$ cat src/rtl/pts_pkg.sv
// Package for the peripheral trigger sequencer
package pts_pkg;
  localparam logic [3:0] CMD_CTRL = 4'h0;
  localparam logic [3:0] CMD_ADDCOPY = 4'h1;
  localparam logic [3:0] CMD_WAIT_RISE = 4'h4;
  localparam logic [3:0] CMD_WAIT_FALL = 4'h5;
  localparam logic [3:0] CMD_IRQ = 4'h7;
  localparam logic [3:0] OPT_SD_OFF = 4'h2;
  localparam logic [3:0] OPT_SD_ON = 4'h6;
  localparam logic [3:0] OPT_TMR_A = 4'h8;
  localparam logic [3:0] OPT_TMR_B = 4'h9;
  localparam logic [3:0] OPT_SWT = 4'hb;
  localparam logic [3:0] OPT_CH_CNT_A = 4'hc;
  localparam logic [3:0] OPT_CH_CNT_B = 4'hd;
  localparam logic [3:0] OPT_CH_LIT = 4'he;
  localparam logic [3:0] OPT_BCAST = 4'hf;
  // Register map, byte addresses
  localparam logic [7:0] ADR_CTRL = 8'h00;
  localparam logic [7:0] ADR_SWT = 8'h04;
  localparam logic [7:0] ADR_BTE = 8'h08;
  localparam logic [7:0] ADR_CNT_A_LIM = 8'h0c;
  localparam logic [7:0] ADR_CNT_B_LIM = 8'h10;
  localparam logic [7:0] ADR_TMR_A_LIM = 8'h14;
  localparam logic [7:0] ADR_TMR_B_LIM = 8'h18;
  localparam logic [7:0] ADR_SD_LIM = 8'h1c;
  localparam logic [7:0] ADR_LIT = 8'h20;
  localparam logic [7:0] ADR_HOLD = 8'h24;
  localparam logic [7:0] ADR_ADJ = 8'h28;
  localparam logic [7:0] ADR_QPTR = 8'h2c;
  localparam logic [7:0] ADR_CHAN = 8'h30;
  localparam logic [7:0] ADR_CNT_A = 8'h34;
  localparam logic [7:0] ADR_CNT_B = 8'h38;
  localparam logic [7:0] ADR_QUEUE = 8'h40;
  localparam int CTRL_RUN_BIT = 0;
  localparam int CTRL_SD_BIT = 1;
  localparam logic [15:0] RST_WORD = 16'h0000;
  localparam logic [31:0] RST_TRIG = 32'h0000_0000;
  typedef enum logic [2:0] {ST_IDLE, ST_FETCH, ST_EXEC, ST_WAIT, ST_DELAY} pts_state_t;
endpackage

$ cat src/rtl/pts_sequencer.sv
// Step-command interpreter for the peripheral trigger sequencer
//
// Contract
// Step byte: command high nibble, option low
// Command 0 runs control option
// Command 1 adds adjust to target
// Command 1 options 8+ copy hold
// Commands 001x write channel select field
// Commands 0100/0101 wait rising/falling edge
// Wait options 0-4 select PWM sources
// Options 7-13 select compare, capture, comparators
// Options 14/15 select ADC done, extint 2
// Reserved codes consumed as no-operation
// Command 0111 pulses interrupt 0 to 3
// Commands 100x pulse indexed trigger output
// Commands 101x jump to 5-bit target
// Commands 110x loop on counter a
// Commands 111x loop on counter b
// Control options 2/6 disable/enable step delay
// Control options 8/9 run timer to limit
// Control option 11 waits software trigger rise
// Control options 12-14 write channel register
// Control option 15 broadcasts enabled triggers
// Add/copy option selects limit or literal
// Outputs 0-11 feed compare/capture units
// Outputs 12-31 feed ADC, PWM, comparators, routing
// Step delay enabled: limit plus one clocks
// 5-bit pointer; two steps per word
// Queue contents survive reset
// Non-jump steps advance pointer by one
// Triggers and interrupts are one-cycle pulses
//
// The implementer's own choices: the Wishbone interface to the registers and the placing of the registers.
`timescale 1ns/1ps
module pts_sequencer
  import pts_pkg::*;
(
  // Clock and reset
  input wire logic sys_clk,
  input wire logic rst_n,
  // Wishbone slave
  input wire logic wb_cyc_i,
  input wire logic wb_stb_i,
  input wire logic wb_we_i,
  input wire logic [7:0] wb_adr_i,
  input wire logic [3:0] wb_sel_i,
  input wire logic [31:0] wb_dat_i,
  output logic [31:0] wb_dat_o,
  output logic wb_ack_o,
  // Wait sources
  input wire logic [15:0] event_in,
  // Peripheral side
  output logic [31:0] trig_out,
  output logic [3:0] irq_out,
  output logic [15:0] adc_channel_register
);
  typedef struct packed {
    pts_state_t st;
    logic ack;
    logic [31:0] rdat;
    logic run;
    logic sd_en;
    logic swt;
    logic [31:0] bte;
    logic [15:0] cnt_a_lim;
    logic [15:0] cnt_b_lim;
    logic [15:0] tmr_a_lim;
    logic [15:0] tmr_b_lim;
    logic [15:0] sd_lim;
    logic [15:0] lit;
    logic [15:0] hold;
    logic [15:0] adj;
    logic [4:0] qptr;
    logic [15:0] cnt_a;
    logic [15:0] cnt_b;
    logic [15:0] tmr;
    logic [15:0] sd_cnt;
    logic [7:0] step;
    logic [15:0] ev_prev;
    logic swt_prev;
    logic [15:0] chan;
    logic [31:0] trig;
    logic [3:0] irq;
  } pts_regs_t;

  pts_regs_t r_reg;
  pts_regs_t r_next;
  logic [7:0] queue_mem [0:31];
  logic q_we;
  logic [4:0] q_wadr;
  logic [7:0] q_wdat;
  logic [7:0] fetch_byte;
  logic [3:0] cmd;
  logic [3:0] opt;
  logic [4:0] target;
  logic wr;
  logic rd;
  logic sel_lo;
  logic sel_hi;
  logic ev_rise;
  logic ev_fall;

  assign fetch_byte = queue_mem[r_reg.qptr];
  assign cmd = r_reg.step[7:4];
  assign opt = r_reg.step[3:0];
  assign target = {cmd[0], opt};
  assign wr = wb_cyc_i && wb_stb_i && wb_we_i && !r_reg.ack;
  assign rd = wb_cyc_i && wb_stb_i && !wb_we_i && !r_reg.ack;
  assign sel_lo = wb_sel_i[0];
  assign sel_hi = wb_sel_i[1];
  // Edge detect on option-selected source
  assign ev_rise = event_in[opt] && !r_reg.ev_prev[opt];
  assign ev_fall = !event_in[opt] && r_reg.ev_prev[opt];

  // Queue: no reset, survives every reset
  always_ff @(posedge sys_clk) begin
    if (q_we) begin
      queue_mem[q_wadr] <= q_wdat;
    end
  end

  always_comb begin
    r_next = r_reg;
    r_next.ack = 1'b0;
    r_next.trig = RST_TRIG;
    r_next.irq = 4'h0;
    r_next.ev_prev = event_in;
    r_next.swt_prev = r_reg.swt;
    q_we = 1'b0;
    q_wadr = 5'h00;
    q_wdat = 8'h00;
    // Bus writes
    if (wr) begin
      r_next.ack = 1'b1;
      if (wb_adr_i == ADR_CTRL) begin
        if (sel_lo) begin
          r_next.run = wb_dat_i[CTRL_RUN_BIT];
          r_next.sd_en = wb_dat_i[CTRL_SD_BIT];
        end
      end else if (wb_adr_i == ADR_SWT) begin
        if (sel_lo) begin
          r_next.swt = wb_dat_i[0];
        end
      end else if (wb_adr_i == ADR_BTE) begin
        r_next.bte = wb_dat_i;
      end else if (!r_reg.run) begin
        if (wb_adr_i == ADR_CNT_A_LIM && sel_lo && sel_hi) begin
          r_next.cnt_a_lim = wb_dat_i[15:0];
        end else if (wb_adr_i == ADR_CNT_B_LIM && sel_lo && sel_hi) begin
          r_next.cnt_b_lim = wb_dat_i[15:0];
        end else if (wb_adr_i == ADR_TMR_A_LIM && sel_lo && sel_hi) begin
          r_next.tmr_a_lim = wb_dat_i[15:0];
        end else if (wb_adr_i == ADR_TMR_B_LIM && sel_lo && sel_hi) begin
          r_next.tmr_b_lim = wb_dat_i[15:0];
        end else if (wb_adr_i == ADR_SD_LIM && sel_lo && sel_hi) begin
          r_next.sd_lim = wb_dat_i[15:0];
        end else if (wb_adr_i == ADR_LIT && sel_lo && sel_hi) begin
          r_next.lit = wb_dat_i[15:0];
        end else if (wb_adr_i == ADR_HOLD && sel_lo && sel_hi) begin
          r_next.hold = wb_dat_i[15:0];
        end else if (wb_adr_i == ADR_ADJ && sel_lo && sel_hi) begin
          r_next.adj = wb_dat_i[15:0];
        end else if (wb_adr_i == ADR_QPTR && sel_lo) begin
          r_next.qptr = wb_dat_i[4:0];
        end else if (wb_adr_i >= ADR_QUEUE && wb_adr_i[7:6] == 2'b01 && sel_lo) begin
          q_we = 1'b1;
          q_wadr = wb_adr_i[4:0];
          q_wdat = wb_dat_i[7:0];
        end
      end
    end
    // Bus reads
    if (rd) begin
      r_next.ack = 1'b1;
      r_next.rdat = 32'h0000_0000;
      if (wb_adr_i == ADR_CTRL) begin
        r_next.rdat = {29'h0000_0000, r_reg.st != ST_IDLE, r_reg.sd_en, r_reg.run};
      end else if (wb_adr_i == ADR_SWT) begin
        r_next.rdat = {31'h0000_0000, r_reg.swt};
      end else if (wb_adr_i == ADR_BTE) begin
        r_next.rdat = r_reg.bte;
      end else if (wb_adr_i == ADR_CNT_A_LIM) begin
        r_next.rdat = {16'h0000, r_reg.cnt_a_lim};
      end else if (wb_adr_i == ADR_CNT_B_LIM) begin
        r_next.rdat = {16'h0000, r_reg.cnt_b_lim};
      end else if (wb_adr_i == ADR_TMR_A_LIM) begin
        r_next.rdat = {16'h0000, r_reg.tmr_a_lim};
      end else if (wb_adr_i == ADR_TMR_B_LIM) begin
        r_next.rdat = {16'h0000, r_reg.tmr_b_lim};
      end else if (wb_adr_i == ADR_SD_LIM) begin
        r_next.rdat = {16'h0000, r_reg.sd_lim};
      end else if (wb_adr_i == ADR_LIT) begin
        r_next.rdat = {16'h0000, r_reg.lit};
      end else if (wb_adr_i == ADR_HOLD) begin
        r_next.rdat = {16'h0000, r_reg.hold};
      end else if (wb_adr_i == ADR_ADJ) begin
        r_next.rdat = {16'h0000, r_reg.adj};
      end else if (wb_adr_i == ADR_QPTR) begin
        r_next.rdat = {27'h000_0000, r_reg.qptr};
      end else if (wb_adr_i == ADR_CHAN) begin
        r_next.rdat = {16'h0000, r_reg.chan};
      end else if (wb_adr_i == ADR_CNT_A) begin
        r_next.rdat = {16'h0000, r_reg.cnt_a};
      end else if (wb_adr_i == ADR_CNT_B) begin
        r_next.rdat = {16'h0000, r_reg.cnt_b};
      end else if (wb_adr_i[7:6] == 2'b01 && wb_adr_i[5] == 1'b0) begin
        // Word view: even step low byte, odd step high byte
        r_next.rdat = {16'h0000, queue_mem[{wb_adr_i[4:1], 1'b1}],
                       queue_mem[{wb_adr_i[4:1], 1'b0}]};
      end
    end
    // Sequencer
    case (r_reg.st)
      ST_IDLE: begin
        if (r_reg.run) begin
          r_next.st = ST_FETCH;
          r_next.cnt_a = RST_WORD;
          r_next.cnt_b = RST_WORD;
        end
      end
      ST_FETCH: begin
        r_next.step = fetch_byte;
        r_next.st = ST_EXEC;
        r_next.sd_cnt = RST_WORD;
        r_next.tmr = RST_WORD;
      end
      ST_EXEC: begin
        r_next.st = ST_DELAY;
        r_next.qptr = r_reg.qptr + 5'd1;
        if (cmd == CMD_CTRL) begin
          if (opt == OPT_SD_OFF) begin
            r_next.sd_en = 1'b0;
          end else if (opt == OPT_SD_ON) begin
            r_next.sd_en = 1'b1;
          end else if (opt == OPT_TMR_A || opt == OPT_TMR_B || opt == OPT_SWT) begin
            r_next.st = ST_WAIT;
            r_next.qptr = r_reg.qptr;
          end else if (opt == OPT_CH_CNT_A) begin
            r_next.chan = r_reg.cnt_a;
          end else if (opt == OPT_CH_CNT_B) begin
            r_next.chan = r_reg.cnt_b;
          end else if (opt == OPT_CH_LIT) begin
            r_next.chan = r_reg.lit;
          end else if (opt == OPT_BCAST) begin
            r_next.trig = r_reg.bte;
          end
        end else if (cmd == CMD_ADDCOPY) begin
          if (!opt[3]) begin
            case (opt[2:0])
              3'd0: r_next.cnt_a_lim = r_reg.cnt_a_lim + r_reg.adj;
              3'd1: r_next.cnt_b_lim = r_reg.cnt_b_lim + r_reg.adj;
              3'd2: r_next.tmr_a_lim = r_reg.tmr_a_lim + r_reg.adj;
              3'd3: r_next.tmr_b_lim = r_reg.tmr_b_lim + r_reg.adj;
              3'd4: r_next.sd_lim = r_reg.sd_lim + r_reg.adj;
              3'd5: r_next.lit = r_reg.lit + r_reg.adj;
              default: r_next.lit = r_reg.lit;
            endcase
          end else begin
            case (opt[2:0])
              3'd0: r_next.cnt_a_lim = r_reg.hold;
              3'd1: r_next.cnt_b_lim = r_reg.hold;
              3'd2: r_next.tmr_a_lim = r_reg.hold;
              3'd3: r_next.tmr_b_lim = r_reg.hold;
              3'd4: r_next.sd_lim = r_reg.hold;
              3'd5: r_next.lit = r_reg.hold;
              default: r_next.lit = r_reg.lit;
            endcase
          end
        end else if (cmd[3:1] == 3'b001) begin
          r_next.chan = {r_reg.chan[15:5], target};
        end else if (cmd == CMD_WAIT_RISE || cmd == CMD_WAIT_FALL) begin
          if (opt != 4'h5 && opt != 4'h6) begin
            r_next.st = ST_WAIT;
            r_next.qptr = r_reg.qptr;
          end
        end else if (cmd == CMD_IRQ) begin
          if (opt[3:2] == 2'b00) begin
            r_next.irq[opt[1:0]] = 1'b1;
          end
        end else if (cmd[3:1] == 3'b100) begin
          r_next.trig[target] = 1'b1;
        end else if (cmd[3:1] == 3'b101) begin
          r_next.qptr = target;
        end else if (cmd[3:1] == 3'b110) begin
          if (r_reg.cnt_a != r_reg.cnt_a_lim) begin
            r_next.cnt_a = r_reg.cnt_a + 16'h0001;
            r_next.qptr = target;
          end
        end else if (cmd[3:1] == 3'b111) begin
          if (r_reg.cnt_b != r_reg.cnt_b_lim) begin
            r_next.cnt_b = r_reg.cnt_b + 16'h0001;
            r_next.qptr = target;
          end
        end
      end
      ST_WAIT: begin
        r_next.sd_cnt = r_reg.sd_cnt + 16'h0001;
        if (cmd == CMD_CTRL && opt == OPT_SWT) begin
          if (r_reg.swt && !r_reg.swt_prev) begin
            r_next.st = ST_DELAY;
            r_next.qptr = r_reg.qptr + 5'd1;
          end
        end else if (cmd == CMD_CTRL) begin
          if (r_reg.tmr == (opt[0] ? r_reg.tmr_b_lim : r_reg.tmr_a_lim)) begin
            r_next.st = ST_DELAY;
            r_next.qptr = r_reg.qptr + 5'd1;
          end else begin
            r_next.tmr = r_reg.tmr + 16'h0001;
          end
        end else if ((cmd == CMD_WAIT_RISE && ev_rise) ||
                     (cmd == CMD_WAIT_FALL && ev_fall)) begin
          r_next.st = ST_DELAY;
          r_next.qptr = r_reg.qptr + 5'd1;
        end
      end
      ST_DELAY: begin
        // With delay enabled, a non-wait step spans limit plus two clocks from exec
        if (!r_reg.sd_en || r_reg.sd_cnt >= r_reg.sd_lim) begin
          r_next.st = r_reg.run ? ST_FETCH : ST_IDLE;
        end else begin
          r_next.sd_cnt = r_reg.sd_cnt + 16'h0001;
        end
      end
      default: r_next.st = ST_IDLE;
    endcase
    if (!r_reg.run && r_reg.st != ST_DELAY && r_reg.st != ST_EXEC) begin
      r_next.st = ST_IDLE;
    end
  end

  always_ff @(posedge sys_clk) begin
    if (!rst_n) begin
      r_reg <= '0;
    end else begin
      r_reg <= r_next;
    end
  end

  assign wb_ack_o = r_reg.ack;
  assign wb_dat_o = r_reg.rdat;
  assign trig_out = r_reg.trig;
  assign irq_out = r_reg.irq;
  assign adc_channel_register = r_reg.chan;
endmodule

$ cat config.mk
export PLATFORM = sky130hd
export DESIGN_NAME = pts_sequencer
export DESIGN_NICKNAME = d
export VERILOG_FILES = /design/src/rtl/pts_pkg.sv /design/src/rtl/pts_sequencer.sv
export SDC_FILE = /design/constraint.sdc
export NUM_CORES = 2
export LEC_CHECK = 0
export ABC_AREA = 1
export BUFFER_PORTS_ARGS = -buffer_cell sky130_fd_sc_hd__buf_2
export CORE_ASPECT_RATIO = 0.9
export CORE_MARGIN = 4
export CORE_UTILIZATION = 29
export CTS_BUF_LIST = sky130_fd_sc_hd__clkbuf_2 sky130_fd_sc_hd__clkbuf_4 sky130_fd_sc_hd__clkbuf_8
export CTS_CLUSTER_DIAMETER = 100
export CTS_CLUSTER_SIZE = 8
export DETAILED_ROUTE_END_ITERATION = 7
export GPL_TIMING_DRIVEN = 0
export SLEW_MARGIN = 20
export SYNTH_ARGS = -nofsm -noshare
export SYNTH_HDL_FRONTEND = slang
export SYNTH_SLANG_ARGS = --single-unit
export TNS_END_PERCENT = 100
$ cat constraint.sdc
create_clock -name sys_clk -period 3.85 [get_ports sys_clk]
set_clock_uncertainty 0.15 [all_clocks]
set_input_delay 0.1925 -clock sys_clk [delete_from_list [all_inputs] [get_ports sys_clk]]
set_output_delay 0.1925 -clock sys_clk [all_outputs]
set_load 0.1 [all_outputs]
==> run summary <==
For this design, the slowest cell found on the critical path is clkbuf_1. The power share of the sequential group came out at 53.9%. Clock tree synthesis found a total of 601 sinks.

The flow ran to the end, but the final reports show violations. The total wirelength of the detailed-routed design is 196000 µm. The number of flops mapped to enable cells by yosys came out at 256.

Leaving out fill and tap cells, the most frequent cells in the layout are nand2_1, o21ai_0, a21oi_1. The final reports fail on setup timing. Following the worst setup path forward leads to its endpoint at opt[0].

The root buffer cell is clkbuf_8. The core region area came out at 127400 µm². At the pin with the least slew margin, the transition time is 1228 ps. The final-report max-slew violation count is 0.

The data arrival time of the critical path came out at 4350 ps. The total of endpoints with negative setup slack in the final report came out at 1. The initial detailed-routing violation count came out at 6064. The number of nets in the synthesized netlist is 5428. The hold violation total from the final report came out at 0.

In the post-route analysis, the smallest setup slack over all paths is -1.262 ps. edfxtp_1 takes more of the synthesized area than any other cell. The maximum number of pins on one net before global-route repair came out at 25. Row generation in the floorplan step produced 124 rows. The setup slack of the most critical reg-to-reg path came out at -1 ps. Of the post-synthesis cell area, the dominant cell type holds 20.59%. The start point of the critical path is r_reg[141]. The initial core utilization came out at 29.31%.

Sorting the synthesized cells by area gives the leading types as edfxtp_1, dfxtp_1, nand2_1. Timing would allow up to 0.2597 GHz. At the end of routability-driven placement, the weighted congestion stood at 1.052. The number of cells after detailed placement came out at 7100.

In the final layout, the share of cells above drive strength 1 is 10.01%. Sequential elements use 39.09% of the synthesized area. The critical path depth in cells came out at 10. The largest buffer count on any clock path is 3. The final layout net count came out at 5745. Of the available clock period, the critical path in the final layout requires 100.0%. The HPWL reported at the end of detailed placement is 151500 µm. The via density per instance is 5.595. Yosys printed 0 warnings. The remaining number of nets flagged by the antenna check after routing came out at 0. Buffers inserted during clock tree synthesis total 85. The number of flip-flops under the largest register name is 256.

Across the run, the number of max-cap violations was 0. In this run the tightest slew margin relative to its limit is 18.11%. The critical path goes through clkbuf_1 > inv_1 > clkbuf_1 > clkbuf_1 > o21ai_0 > o21ai_0 > nand2_1 > a32oi_1 > o2111ai_1 > o21ai_0. The first-pass GRT wire length came out at 272100 µm.

The initial antenna violation count came out at 17. The later pin in the worst-skew pair is clocked with a latency of 800 ps. The die outline area came out at 134600 µm². The cell count after synthesis came out at 5246. The largest driver fanout on the critical path came out at 10. Summing over every cut layer, the via total after detailed routing is 40800. For the worst flop-to-flop path, the logic depth is 10. The all-layer global routing usage came out at 28.02%. The average detailed-routed wire length per instance is 26.87 µm. The clock network accounts for 40.0% of the total power. In this run, the combinational gates consume 6.1% of the power. The path class of the tightest hold or removal check is in -> reg. The combined area of all synthesized cells is 37340 µm².

On the critical path the largest part of the delay comes from buffers and inverters. The sum of overflow across all layers after global routing came out at 0. The clock transition at the register clock pins on the worst setup and hold paths after CTS is 70 ps. The final instance count without filler cells came out at 7292. The number of primary I/O pins is 150. The startpoint identified for the worst register-to-register timing path is r_reg[141].

TritonCTS built the clock tree. The peak per-stage delay on the critical path came out at 780 ps. The area added between synthesis and finish is 14.33%.

The number of global-route vias before repair is 37760. Dividing total power by cell area gives a power density of 287.1 nW/µm². The pre-CTS worst setup slack is -303.1 ps. The H-tree level count is 3.

The synthesized area divided by synthesized cell count is 7.117 µm². The setup path with the least slack is of type reg -> reg. The post-synthesis register bit count is 601. The sum of internal, switching and leakage power came out at 12.26 mW. Buffers placed on the I/O ports in this run total 145. The number of unique standard cell types used by synthesis came out at 59. The critical path capture point type is a flip-flop. In this run the vertical extent of the chip is 348.4 µm. The switching power share of the total is 27.11%. The horizontal die dimension is 386.2 µm. The endpoint of the most critical register-to-register path is opt[0]. The number of buffer and inverter instances along the worst setup path came out at 4. In the synthesized netlist the dominant register cell turns out to be dfxtp_1. The reported leakage power came out at 17.92 nW. Leaving out fill and tap cells, the most frequent cell in the layout is nand2_1. The total iterations of the first detailed-routing run came out at 8.

The worst setup path is launched from a flip-flop. The cell-internal power is 8.934 mW. The worst path in the final design needs a cycle of 3851 ps, including I/O delays and setup. The largest voltage drop on the vdd net came out at 0.2632 mV. The DRC violation count after routing is 0.

The switching power total came out at 3.322 mW. For the worst setup path, the data required time is 4350 ps. The share of synthesized registers carrying an async set or reset is 0%.
-- cell usage after synthesis (all sizes together), types with 46 or more instances --
library cell / instances
o21ai: 588
nand2: 1347
ha: 111
a21oi: 550
nand4: 57
nand3: 219
edfxtp: 256
nor2: 443
clkbuf: 183
o211ai: 89
dfxtp: 345
nor3: 80
inv: 509
a211oi: 46
buf: 157
xor2: 69
-- routing by layer --
metal / up-vias / share of wire (%) / GRT usage [%] / wire [µm]
met3: 434 / 13 / 7.417 / 25910
met4: 6 / 4.7 / 12.24 / 9140
met2: 2806 / 40 / 40.10 / 79310
li1: 18190 / - / - / -
met1: 19370 / 42 / 39.42 / 81550
met5: - / 0.022 / 0 / 44
-- worst reg2reg max path, cell delays in order (launching register included) --
cell and delay [ps]:
dfxtp_1 320, clkbuf_1 260, inv_1 180, clkbuf_1 560, clkbuf_1 780, o21ai_0 210
o21ai_0 110, nand2_1 130, a32oi_1 550, o2111ai_1 320, o21ai_0 190
-- power groups by stage --
stage / Combinational, mW / Sequential [mW] / Clock, mW
final: 0.751 / 6.61 / 4.90
after detailed placement: 0.653 / 6.75 / 0
after global placement: 0.647 / 6.75 / 0
after floorplan: 0.285 / 6.75 / 0
after CTS: 0.707 / 6.61 / 4.92
after global routing: 0.761 / 6.60 / 5.15
-- worst min path at each step --
stage | slack, ps | startpoint | to | cells past startpoint
detailed placement | 250 | event_in[14] | r_reg[67] | 3
finish | 70 | wb_dat_i[24] | r_reg[298] | 4
floorplan | 140 | event_in[0] | r_reg[53] | 2
global route | 90 | wb_dat_i[22] | r_reg[296] | 4
CTS | 6 | event_in[2] | r_reg[55] | 4
global placement | 250 | event_in[13] | r_reg[66] | 3
-- kinds of logic (layout without fill, tap and decap cells) --
| family | after synthesis | in the layout | synth area share, % |
|---|---|---|---|
| multiplexers | 1 | 1 | 0.02681 |
| XOR/XNOR | 103 | 103 | 2.416 |
| AND/OR/NAND/NOR | 2174 | 2174 | 24.23 |
| adder cells (fa/ha/maj) | 117 | 117 | 4.041 |
| other | 0 | 8 | 0 |
| AO/OA/AOI/OAI | 1395 | 1395 | 20.52 |
| flip-flops | 601 | 601 | 39.09 |
| buffers and inverters | 855 | 1192 | 9.671 |
-- area by class of cell --
type                            count  area [µm²]
Tap cell                         1701        2128
Sequential cell                   601       14600
Fill cell                       13690       84690
Timing Repair Buffer              230        1684
Buffer                            340        1688
Antenna cell                        8       20.02
Clock buffer                      102        1304
Multi-Input combinational cell   3790       19290
Inverter                          515        1937
Clock inverter                      5       43.79
-- timing repair --
action	in CTS	in global routing
hold buffers	68	0
gates cloned	0	0
endpoints found under the setup margin	180	233
gates resized for setup	17	26
pin swaps	0	1
buffers inserted	4	5
hold endpoints to repair	150	0
-- per-stage QoR --
| stage | hold slack (ps) | area [µm²] | TNS, ps | util [%] |
|---|---|---|---|---|
| floorplan | 136.0 | 37340 | 0 | - |
| global placement | 249.0 | 40190 | -305940 | 31.55 |
| detailed placement | 248.5 | 40450 | -15660 | 31.76 |
| CTS | 5.727 | 42570 | -8678 | 33.42 |
| global route | 89.82 | 42680 | -2.695 | 33.50 |
| finish | 67.48 | 42690 | -1.262 | 33.51 |
Note: power is estimated with default switching activity, not from simulation.
